<file path="config.mk">
export PLATFORM = sky130hd
export DESIGN_NAME = ops_sequencer
export DESIGN_NICKNAME = d
export VERILOG_FILES = /design/src/logic/ops_pkg.sv /design/src/logic/ops_serial_rx.sv /design/src/logic/ops_sequencer.sv
export SDC_FILE = /design/constraint.sdc
export NUM_CORES = 1
export LEC_CHECK = 0
export BUFFER_PORTS_ARGS = -buffer_cell sky130_fd_sc_hd__buf_4
export CAP_MARGIN = 5
export CORE_MARGIN = 4
export CORE_UTILIZATION = 52
export DETAILED_ROUTE_END_ITERATION = 10
export PLACE_DENSITY = 0.91
export SYNTH_ARGS = -nofsm -noshare
export SYNTH_HDL_FRONTEND = slang
export SYNTH_SLANG_ARGS = --single-unit
</file>
<file path="constraint.sdc">
create_clock -name core_clk -period 2.6 [get_ports core_clk]
set_clock_uncertainty 0.2 [all_clocks]
set_input_delay 0.13 -clock core_clk [delete_from_list [all_inputs] [get_ports core_clk]]
set_output_delay 0.13 -clock core_clk [all_outputs]
set_load 0.02 [all_outputs]
</file>
<file path="src/logic/ops_pkg.sv">
// Constants for the display power and reset sequencer
package ops_pkg;
  localparam int          OPS_ADDR_W      = 3;
  localparam int          OPS_DATA_W      = 32;
  localparam logic [2:0]  OPS_REG_CMD     = 3'h0;
  localparam logic [2:0]  OPS_REG_STATUS  = 3'h1;
  localparam logic [2:0]  OPS_REG_CONFIG  = 3'h2;
  localparam logic [2:0]  OPS_REG_SERIAL  = 3'h3;
  localparam logic [2:0]  OPS_REG_DATA    = 3'h4;
  localparam int          OPS_ST_DISP     = 0;
  localparam int          OPS_ST_SEG      = 1;
  localparam int          OPS_ST_COM      = 2;
  localparam int          OPS_ST_ENTIRE   = 3;
  localparam int          OPS_ST_INRST    = 4;
  localparam int          OPS_ST_ARGWAIT  = 5;
  localparam int          OPS_ST_CONTR_LO = 8;
  localparam int          OPS_ST_START_LO = 16;
  localparam int          OPS_CF_MUX_LO   = 8;
  localparam int          OPS_CF_COLS_LO  = 16;
  localparam logic [7:0]  OPS_RST_CONTR   = 8'h7F;
  localparam logic [5:0]  OPS_RST_START   = 6'h00;
  localparam logic [6:0]  OPS_RST_COL     = 7'h00;
  localparam logic [5:0]  OPS_MUX_ROWS_M1 = 6'h3F;
  localparam logic [7:0]  OPS_COLS        = 8'h80;
  localparam logic [6:0]  OPS_COL_LAST    = 7'h7F;
  localparam logic [7:0]  OPS_CMD_OFF     = 8'hAE;
  localparam logic [7:0]  OPS_CMD_ON      = 8'hAF;
  localparam logic [7:0]  OPS_CMD_NORMAL  = 8'hA4;
  localparam logic [7:0]  OPS_CMD_ENTIRE  = 8'hA5;
  localparam logic [7:0]  OPS_CMD_FIRST_SEGMENT_OUTPUT    = 8'hA0;
  localparam logic [7:0]  OPS_CMD_SEG1    = 8'hA1;
  localparam logic [7:0]  OPS_CMD_COMNRM  = 8'hC0;
  localparam logic [7:0]  OPS_CMD_COMREV  = 8'hC8;
  localparam logic [7:0]  OPS_CMD_CONTR   = 8'h81;
  localparam logic [1:0]  OPS_START_TOP   = 2'h1;
  localparam int          OPS_SER_BITS    = 8;
  typedef enum logic [1:0] {
    OPS_IDLE    = 2'b00,
    OPS_ARG     = 2'b01
  } ops_state_t;
endpackage

</file>
<file path="src/logic/ops_serial_rx.sv">
// Serial command shift register, eight bits MSB first on rising clock
`timescale 1ns/10ps
module ops_serial_rx #(
  parameter int BITS = ops_pkg::OPS_SER_BITS
) (
  input  wire logic            core_clk,
  input  wire logic            clear,
  input  wire logic            ser_clk_s,
  input  wire logic            ser_data_s,
  input  wire logic            ser_sel_n_s,
  output logic                 byte_valid,
  output logic [BITS-1:0]      byte_data
);
  import ops_pkg::*;
  logic                        clk_d;
  logic [BITS-1:0]             shift;
  logic [$clog2(BITS+1)-1:0]   count;
  logic                        next_clk_d;
  logic [BITS-1:0]             next_shift;
  logic [$clog2(BITS+1)-1:0]   next_count;
  logic                        next_byte_valid;
  logic [BITS-1:0]             next_byte_data;

  always_comb begin
    next_clk_d      = ser_clk_s;
    next_shift      = shift;
    next_count      = count;
    next_byte_valid = 1'b0;
    next_byte_data  = byte_data;
    if (ser_sel_n_s) begin
      next_count = '0;
    end else if (ser_clk_s && !clk_d) begin
      next_shift = {shift[BITS-2:0], ser_data_s};
      if (count == ($clog2(BITS+1))'(BITS - 1)) begin
        next_count      = '0;
        next_byte_valid = 1'b1;
        next_byte_data  = {shift[BITS-2:0], ser_data_s};
      end else begin
        next_count = count + 1'b1;
      end
    end
  end

  always_ff @(posedge core_clk) begin
    if (clear) begin
      clk_d      <= 1'b0;
      shift      <= '0;
      count      <= '0;
      byte_valid <= 1'b0;
      byte_data  <= '0;
    end else begin
      clk_d      <= next_clk_d;
      shift      <= next_shift;
      count      <= next_count;
      byte_valid <= next_byte_valid;
      byte_data  <= next_byte_data;
    end
  end
endmodule

</file>
<file path="src/logic/ops_sequencer.sv">
// Display driver reset defaults, command state and Avalon register slave
// Operation
// - While reset pin is low the device holds defaults, display off.
// - Reset selects full 128 by 64 display mode.
// - Reset selects unremapped segment and common mapping from address zero.
// - Reset clears the serial interface shift register.
// - Reset sets display start line to memory address zero.
// - Reset clears the column address counter to zero.
// - Reset sets normal common scan direction.
// - Reset loads contrast value 7Fh.
// - Reset selects normal display mode, as command A4h.
//
// Design decisions made here: the Avalon-MM interface to the registers and the register addresses.
`timescale 1ns/10ps
module ops_sequencer
  import ops_pkg::*;
(
  input  wire logic                          core_clk,
  input  wire logic                          rst,
  input  wire logic [ops_pkg::OPS_ADDR_W-1:0] avs_address,
  input  wire logic                          avs_read,
  input  wire logic                          avs_write,
  input  wire logic [ops_pkg::OPS_DATA_W-1:0] avs_writedata,
  output logic      [ops_pkg::OPS_DATA_W-1:0] avs_readdata,
  output logic                               avs_waitrequest,
  input  wire logic                          chip_init_in_n,
  input  wire logic                          ser_clk,
  input  wire logic                          ser_data,
  input  wire logic                          ser_sel_n,
  output logic                               display_on,
  output logic                               entire_on,
  output logic                               seg_remap,
  output logic                               com_reverse,
  output logic      [7:0]                    contrast,
  output logic      [5:0]                    start_line,
  output logic      [6:0]                    col_addr,
  output logic      [5:0]                    mux_ratio
);
  import ops_pkg::*;

  logic [3:0]       pin_raw;
  logic [3:0]       sync1;
  logic [3:0]       sync2;
  logic             in_reset;
  logic             clear;
  logic             ser_valid;
  logic [7:0]       ser_byte;
  logic [7:0]       last_serial;
  logic             ack;
  ops_state_t       state;
  logic             bus_cmd;
  logic             bus_data;
  logic             cmd_valid;
  logic [7:0]       cmd_byte;
  logic             next_ack;
  logic [31:0]      next_readdata;
  ops_state_t       next_state;
  logic             next_display_on;
  logic             next_entire_on;
  logic             next_seg_remap;
  logic             next_com_reverse;
  logic [7:0]       next_contrast;
  logic [5:0]       next_start_line;
  logic [6:0]       next_col_addr;
  logic [7:0]       next_last_serial;

  function automatic logic is_start_line(input logic [7:0] b);
    return b[7:6] == OPS_START_TOP;
  endfunction

  // Pins pass two flops before use
  assign pin_raw = {chip_init_in_n, ser_clk, ser_data, ser_sel_n};
  generate
    for (genvar i = 0; i < 4; i++) begin : g_sync
      always_ff @(posedge core_clk) begin
        if (rst) begin
          // Idle levels: reset pin and select high, so no false device reset
          sync1[i] <= (i == 0 || i == 3) ? 1'b1 : 1'b0;
          sync2[i] <= (i == 0 || i == 3) ? 1'b1 : 1'b0;
        end else begin
          sync1[i] <= pin_raw[i];
          sync2[i] <= sync1[i];
        end
      end
    end
  endgenerate

  // held in defaults while pin low
  assign in_reset = ~sync2[3];
  assign clear    = rst | in_reset;

  ops_serial_rx #(
    .BITS        (OPS_SER_BITS)
  ) ops_serial_rx_i (
    .core_clk    (core_clk),
    .clear       (clear),
    .ser_clk_s   (sync2[2]),
    .ser_data_s  (sync2[1]),
    .ser_sel_n_s (sync2[0]),
    .byte_valid  (ser_valid),
    .byte_data   (ser_byte)
  );

  // One wait cycle on every access
  assign avs_waitrequest = (avs_read | avs_write) & ~ack;
  assign bus_cmd   = avs_write & ack & (avs_address == OPS_REG_CMD) & ~in_reset;
  assign bus_data  = avs_write & ack & (avs_address == OPS_REG_DATA) & ~in_reset;
  assign cmd_valid = bus_cmd | ser_valid;
  assign cmd_byte  = bus_cmd ? avs_writedata[7:0] : ser_byte;
  assign mux_ratio = OPS_MUX_ROWS_M1;

  always_comb begin
    next_ack      = (avs_read | avs_write) & ~ack;
    next_readdata = '0;
    case (avs_address)
      OPS_REG_STATUS: begin
        next_readdata[OPS_ST_DISP]    = display_on;
        next_readdata[OPS_ST_SEG]     = seg_remap;
        next_readdata[OPS_ST_COM]     = com_reverse;
        next_readdata[OPS_ST_ENTIRE]  = entire_on;
        next_readdata[OPS_ST_INRST]   = in_reset;
        next_readdata[OPS_ST_ARGWAIT] = (state == OPS_ARG);
        next_readdata[OPS_ST_CONTR_LO +: 8] = contrast;
        next_readdata[OPS_ST_START_LO +: 6] = start_line;
      end
      OPS_REG_CONFIG: begin
        next_readdata[6:0]                  = col_addr;
        next_readdata[OPS_CF_MUX_LO +: 6]   = mux_ratio;
        next_readdata[OPS_CF_COLS_LO +: 8]  = OPS_COLS;
      end
      OPS_REG_SERIAL: begin
        next_readdata[7:0] = last_serial;
      end
      default: begin
        next_readdata = '0;
      end
    endcase
  end

  always_ff @(posedge core_clk) begin
    if (rst) begin
      ack          <= 1'b0;
      avs_readdata <= '0;
    end else begin
      ack          <= next_ack;
      if (next_ack && avs_read) begin
        avs_readdata <= next_readdata;
      end
    end
  end

  always_comb begin
    next_state       = state;
    next_display_on  = display_on;
    next_entire_on   = entire_on;
    next_seg_remap   = seg_remap;
    next_com_reverse = com_reverse;
    next_contrast    = contrast;
    next_start_line  = start_line;
    next_col_addr    = col_addr;
    next_last_serial = ser_valid ? ser_byte : last_serial;
    if (bus_data) begin
      next_col_addr = (col_addr == OPS_COL_LAST) ? '0 : col_addr + 1'b1;
    end
    if (cmd_valid) begin
      case (state)
        OPS_ARG: begin
          next_contrast = cmd_byte;
          next_state    = OPS_IDLE;
        end
        OPS_IDLE: begin
          if (cmd_byte == OPS_CMD_OFF) next_display_on = 1'b0;
          if (cmd_byte == OPS_CMD_ON) next_display_on = 1'b1;
          if (cmd_byte == OPS_CMD_NORMAL) next_entire_on = 1'b0;
          if (cmd_byte == OPS_CMD_ENTIRE) next_entire_on = 1'b1;
          if (cmd_byte == OPS_CMD_FIRST_SEGMENT_OUTPUT) next_seg_remap = 1'b0;
          if (cmd_byte == OPS_CMD_SEG1) next_seg_remap = 1'b1;
          if (cmd_byte == OPS_CMD_COMNRM) next_com_reverse = 1'b0;
          if (cmd_byte == OPS_CMD_COMREV) next_com_reverse = 1'b1;
          if (cmd_byte == OPS_CMD_CONTR) next_state = OPS_ARG;
          if (is_start_line(cmd_byte)) next_start_line = cmd_byte[5:0];
        end
        default: begin
          next_state = OPS_IDLE;
        end
      endcase
    end
  end

  always_ff @(posedge core_clk) begin
    if (clear) begin
      state       <= OPS_IDLE;
      display_on  <= 1'b0;
      entire_on   <= 1'b0;
      seg_remap   <= 1'b0;
      com_reverse <= 1'b0;
      contrast    <= OPS_RST_CONTR;
      start_line  <= OPS_RST_START;
      col_addr    <= OPS_RST_COL;
      last_serial <= '0;
    end else begin
      state       <= next_state;
      display_on  <= next_display_on;
      entire_on   <= next_entire_on;
      seg_remap   <= next_seg_remap;
      com_reverse <= next_com_reverse;
      contrast    <= next_contrast;
      start_line  <= next_start_line;
      col_addr    <= next_col_addr;
      last_serial <= next_last_serial;
    end
  end
endmodule

</file>
# Yosys cells after proc, flatten, opt, wreduce, memory -nomap -nowiden

Cells that the tools add are included.

Bitwise logic cells: 13
Mux-type cells: 21
Reduce and logical (&&, ||, !) cells: 20
Equality and inequality tests: 18
Add/sub/neg operators: 2

Operators with widths:

| cell                                                            | count |
|---|---|
| 8-bit == test, second input constant                            | 9 |
| 6-bit case mux with 3 select lines                              | 1 |
| 3-bit AND reduction                                             | 6 |
| 6-bit case mux with 2 select lines                              | 1 |
| 1-bit 2-to-1 mux                                                | 10 |
| 2-bit 2-to-1 mux                                                | 4 |
| 8-bit 2-to-1 mux                                                | 1 |
| 2-bit nonzero test                                              | 4 |
| 7-bit by 1-bit adder with 7-bit output, second input constant   | 1 |
| 7-bit == test, second input constant                            | 1 |
| 7-bit 2-to-1 mux                                                | 1 |
| 1-bit bitwise AND                                               | 6 |
| 3-bit by 2-bit == test with 1-bit output, second input constant | 2 |
| 6-bit 2-to-1 mux                                                | 1 |
| 2-bit AND reduction                                             | 3 |
| 4-bit by 1-bit adder with 4-bit output, second input constant   | 1 |
| 2-bit by 1-bit == test with 1-bit output, second input constant | 2 |
| 4-bit by 3-bit == test with 1-bit output, second input constant | 1 |
| 4-bit 2-to-1 mux                                                | 1 |
| 1-bit inverter                                                  | 4 |
| 3-bit by 1-bit == test with 1-bit output, second input constant | 1 |
| 3-bit == test, second input constant                            | 1 |
| 3-bit zero test                                                 | 1 |
| 1-bit bitwise OR                                                | 3 |
| other kinds (7)                                                 | 8 |

Input port bits: 43
Output and inout port bits: 64
Logic and storage cells: 98
Flip-flop bits (word level): 89

# Longest topological paths before layout

Depth after elaboration: 7
Gate-level depth with buffers: 7
Depth with buffers taken out: 5

# Cells and area by module

From an unflattened synthesis, not the netlist that was laid out.

Cell total of the unflattened synthesis: 422
Area, all modules: 3865.0 um^2

By module, submodules not included:

| module        | seq. area each (um^2) | times used | area an instance (um^2) | cells an instance |
|---|---|---|---|---|
| ops_sequencer | 1321.3                | 1          | 2990.4                  | 338 |
| ops_serial_rx | 420.4                 | 1          | 874.6                   | 84 |

# Least setup slack after synthesis

OpenSTA, ideal clock, no wires.

Kind: reg2reg
Start point: register ack
End point: register start_line[4]
Library setup time: 0.119 ns
Buffers on the path: 1
Slack: 0.800 ns
Data required time: 2.281 ns
Clock period less this slack: 1.800 ns
Arrival time: 1.481 ns
Stages on the path, launching flop included: 7
Path through: dfxtp_1 -> and4bb_4 -> and3b_4 -> buf_6 -> or3_1 -> o31a_1 -> o221a_1

Longest elaborated chain between the ends: 6
Elaborated cells between the ends (all ways): 7
Those cells by class: eq/ne (1); mux (1); bitwise (4); reduce/logical (1)

Ends and longest elaborated chain:

| element                                  | line                 | source |
|---|---|---|
| from (decl)                              | ops_sequencer.sv:49  | `logic ack;` |
| from (signal assigned)                   | ops_sequencer.sv:145 | `ack <= next_ack;` |
| 1-bit bitwise AND (*) (3 in a row)       | ops_sequencer.sv:106 | `assign bus_cmd = avs_write & ack & (avs_address == OPS_REG_CMD) & ~in_reset;` |
| 8-bit 2-to-1 mux                         | ops_sequencer.sv:109 | `assign cmd_byte = bus_cmd ? avs_writedata[7:0] : ser_byte;` |
| 2-bit by 1-bit == test with 1-bit output | ops_sequencer.sv:68  | `return b[7:6] == OPS_START_TOP;` |
| 3-bit AND reduction (no source line)     | n/a                  |  |
| to (signal assigned)                     | ops_sequencer.sv:208 | `start_line <= next_start_line;` |
| to (decl)                                | ops_sequencer.sv:35  | `output logic [5:0] start_line,` |

Every way passes the cells marked *; elsewhere a longest branch is shown, timed or not.
A chain may end at the register's enable or synchronous reset.

# Worst setup path in the final report

Start point: input avs_address[0] (netlist bit)
End point: register display_on

Longest elaborated chain between the ends: 7
Elaborated cells between the ends (all ways): 10
Those cells by class: eq/ne (2); mux (2); bitwise (3); reduce/logical (3)

Ends and longest elaborated chain:

| element                                 | line                                       | source |
|---|---|---|
| from (decl)                             | ops_sequencer.sv:20                        | `input wire logic [ops_pkg::OPS_ADDR_W-1:0] avs_address,` |
| 3-bit zero test (*)                     | ops_sequencer.sv:106                       |  |
| 1-bit bitwise AND (*) (2 in a row)      | ops_sequencer.sv:106                       |  |
| 8-bit 2-to-1 mux                        | ops_sequencer.sv:109                       |  |
| 8-bit == test, on equally long branches | ops_sequencer.sv:172, ops_sequencer.sv:173 |  |
| 2-bit nonzero test (no source line)     | n/a                                        |  |
| 3-bit AND reduction (no source line)    | n/a                                        |  |
| to (signal assigned)                    | ops_sequencer.sv:203                       | `display_on <= next_display_on;` |
| to (decl)                               | ops_sequencer.sv:30                        | `output logic display_on,` |

Marked as above.

==> results.tsv <==
metric	value	unit
rrSetupSlack	0.33	ns
seq_area_frac_synth	45.3	%
cts_resized	0	
ios	107	
port_buffers	67	
rsz0062_at_grt	false	
synthTopCellsByArea	dfxtp_1 45%, nor2_1 5.8%, mux2i_1 4.9%, a21oi_1 4.0%, nor3_1 3.4%	
p_per_area	521	nW/um^2
overflow	0	
crit_start	avs_address[0]	
syn_to_final_growth	25.0	%
syn-mean-instance-area	8.82	sq um
hold_viol_final	0	
fmax	0.416	GHz
diodes	0	
viasPerCell	5.84	
ir_drop	275	uV
worstMarginPinSlew	0.717	ns
cp.required	2.64	ns
place_inst	582	
detail_route.wl_per_cell	16.6	um
clkLatencyLatePin	0.36	ns
die-area	8830	sq um
vias	3648	
relSlewSlack	51.8	%
grt_pass1_vias	3491	
synth_cell_types	55	
wl_met1	4000	um
route.met2.wl	5100	um
slowest_stage	dlygate4sd3_1	
grt_pass1_wl	16400	um
synth-edff-count	0	
clk_pin_slew	0.09	ns
htreeDepth	3	
outcome	complete, no violations	
syn-cell-area	3840	sq um
worst-r2r-cell-count	6	
maxCapViolCount	0	
cp-endpoint	display_on$_SDFFE_PP0P_	
reg2reg_to	display_on$_SDFFE_PP0P_	
yosysTopAreaCell	dfxtp_1	
synth_ff_type	dfxtp_1	
cts_inserted_buffers	9	
wl_met3	796	um
start_util	53.3	%
routed_wl	10400	um
final_area	4810	sq um
stdcell_count	625	
rows	31	
path_class	input port to flop	
layout_min_cycle_time	2.41	ns
drt_pass1_iterations	7	
yosys_warnings	0	
path_cells	dlygate4sd3_1 > buf_4 > and4bb_4 > and3b_4 > nand3_1 > nor4_1 > dlygate4sd3_1 > nor3_1	
setup_violations	0	
finalMaxSlewViolations	0	
cpMostUsedCell	dlygate4sd3_1	
hold_ws	0.0109	ns
synth_top_area_share	45.3	%
r2r_start	sync2[3]$_SDFF_PP1_	
postPlaceCellArea	4360	sq um
ys_ff_latch	87	
grt_max_degree	35	
drive_above_1_share	23.6	%
hp-class	input port to flop	
antenna_found_initial	0	
finalSetupTns	0	ns
core-area	7210	sq um
root_buffer	clkbuf_8	
cpPeakStageDelay	0.59	ns
fin_crit_sh	92.5	%
cts_sinks	87	
leakage	1.91	nW
start_kind	input port	
die_w	94.0	um
final_util	66.6	%
grt_usage	23.3	%
gp_congestion	0.917	
synthArstFlopShare	0	%
cts_tree	done	
route.detailed.drc	0	
worstPathArrival	2.44	ns
highest-signal-layer	met4	
dpl.hpwl	6620	um
route.antenna.remaining_nets	0	
end_kind	flop	
die_h	94.0	um
nets	566	
first_iter_violations	384	
path_max_fanout	13	
cts_buffer_depth	2	
netlist_instances	436	
-- report_power, final --
part / total, mW / leakage [nW] / internal (mW) / switching, mW
combinational: 0.218 / 1.12 / 0.0835 / 0.134
sequential: 1.36 / 0.704 / 1.35 / 0.0107
clock: 0.928 / 0.0895 / 0.445 / 0.483
-- layout by cell type, fill, tap and decap left out, types with 2 or more instances in the layout --
| cell type | instances |
|---|---|
| nand3_1 | 12 |
| clkinvlp_4 | 2 |
| nand2b_1 | 7 |
| a22oi_1 | 6 |
| clkbuf_1 | 2 |
| o21ai_0 | 11 |
| mux2_2 | 8 |
| dlygate4sd3_1 | 20 |
| a21oi_1 | 31 |
| buf_4 | 84 |
| or2_2 | 5 |
| nand4_1 | 4 |
| o311ai_0 | 6 |
| a41o_1 | 2 |
| or3_1 | 3 |
| and3_1 | 3 |
| dfxtp_1 | 87 |
| inv_1 | 2 |
| o221a_2 | 5 |
| nand2_1 | 34 |
| nor2_1 | 59 |
| nor3b_1 | 3 |
| nor4_1 | 3 |
| clkbuf_8 | 9 |
| mux2i_1 | 19 |
| ha_1 | 2 |
| and3b_1 | 2 |
| xnor2_1 | 4 |
| o31a_1 | 2 |
| nor4b_1 | 2 |
| nand3b_1 | 3 |
| nor3_1 | 26 |
| a22o_1 | 6 |
| nor2b_1 | 11 |
| conb_1 | 15 |
| xor2_1 | 4 |
-- synthesized netlist by cell type, types with 5 or more instances --
| master | n |
|---|---|
| a21oi_1 | 31 |
| a22o_1 | 6 |
| a22oi_1 | 6 |
| buf_4 | 16 |
| clkbuf_1 | 24 |
| dfxtp_1 | 87 |
| mux2_2 | 8 |
| mux2i_1 | 19 |
| nand2_1 | 34 |
| nand2b_1 | 7 |
| nand3_1 | 12 |
| nor2_1 | 59 |
| nor2b_1 | 11 |
| nor3_1 | 26 |
| o21ai_0 | 11 |
| o221a_2 | 5 |
| o311ai_0 | 6 |
| or2_2 | 5 |
-- repair_timing --
action,CTS,global route
setup buffers,0,6
endpoints found under the setup margin,0,1
hold buffers,20,0
hold endpoints to repair,34,0
-- metrics by stage --
step	total power [mW]	setup slack [ns]
floorplan	1.52	0.800
global placement	1.57	0.632
detailed placement	1.58	0.600
CTS	2.50	0.136
global route	2.59	0.0601
finish	2.50	0.195
-- sequential cells by signal, summed over array words and instances, names as in the netlist, 4 cells and up --
name and flops:
last_serial 8, sync1 4, sync2 4, ops_serial_rx_i.count 4, avs_readdata 23, ops_serial_rx_i.byte_data 8
col_addr 7, start_line 6, contrast 8, ops_serial_rx_i.shift 7
-- worst max-delay path, delay by kind of cell --
family / cells / cell delay, ns
AND/OR/NAND/NOR: 5 / 1.01
buffers and inverters: 3 / 1.31
-- final cells by class --
class                           count  area (sq um)
Sequential cell                    87          1740
Clock inverter                      5          58.8
Fill cell                         520          2410
Clock buffer                       11           131
Tap cell                           99           124
Inverter                            2          7.51
Timing Repair Buffer              104           831
Multi-Input combinational cell    317          1910
-- routing by layer --
layer | up-vias | global-route usage, %
met5 | - | 0
met4 | 0 | 11.4
met3 | 49 | 5.13
met2 | 192 | 41.0
met1 | 1729 | 26.4
li1 | 1678 | -
-- worst min-delay path by stage --
stage | startpoint | to | depth (start not counted)
after floorplan | rst | sync1[2]$_SDFF_PP0_ | 1
after global placement | ser_sel_n | sync1[0]$_SDFF_PP1_ | 2
after detailed placement | ser_sel_n | sync1[0]$_SDFF_PP1_ | 2
after CTS | avs_writedata[5] | contrast[5]$_SDFFE_PP1P_ | 3
after global routing | avs_writedata[5] | contrast[5]$_SDFFE_PP1P_ | 3
final | avs_writedata[5] | contrast[5]$_SDFFE_PP1P_ | 3
-- logic make-up (layout without fill, tap and decap cells) --
group / after synthesis / count (layout) / synth area share, %
AOI/OAI and AO/OA: 76 / 76 / 13.3
other: 2 / 15 / 0.195
adders and majority gates: 2 / 2 / 0.651
and+or+nand+nor: 188 / 189 / 25.0
buffers and inverters: 46 / 122 / 6.48
muxes: 27 / 27 / 7.29
DFF: 87 / 87 / 45.3
xor gates and xnor gates: 8 / 8 / 1.82
Power figures use the tool's default switching activity.
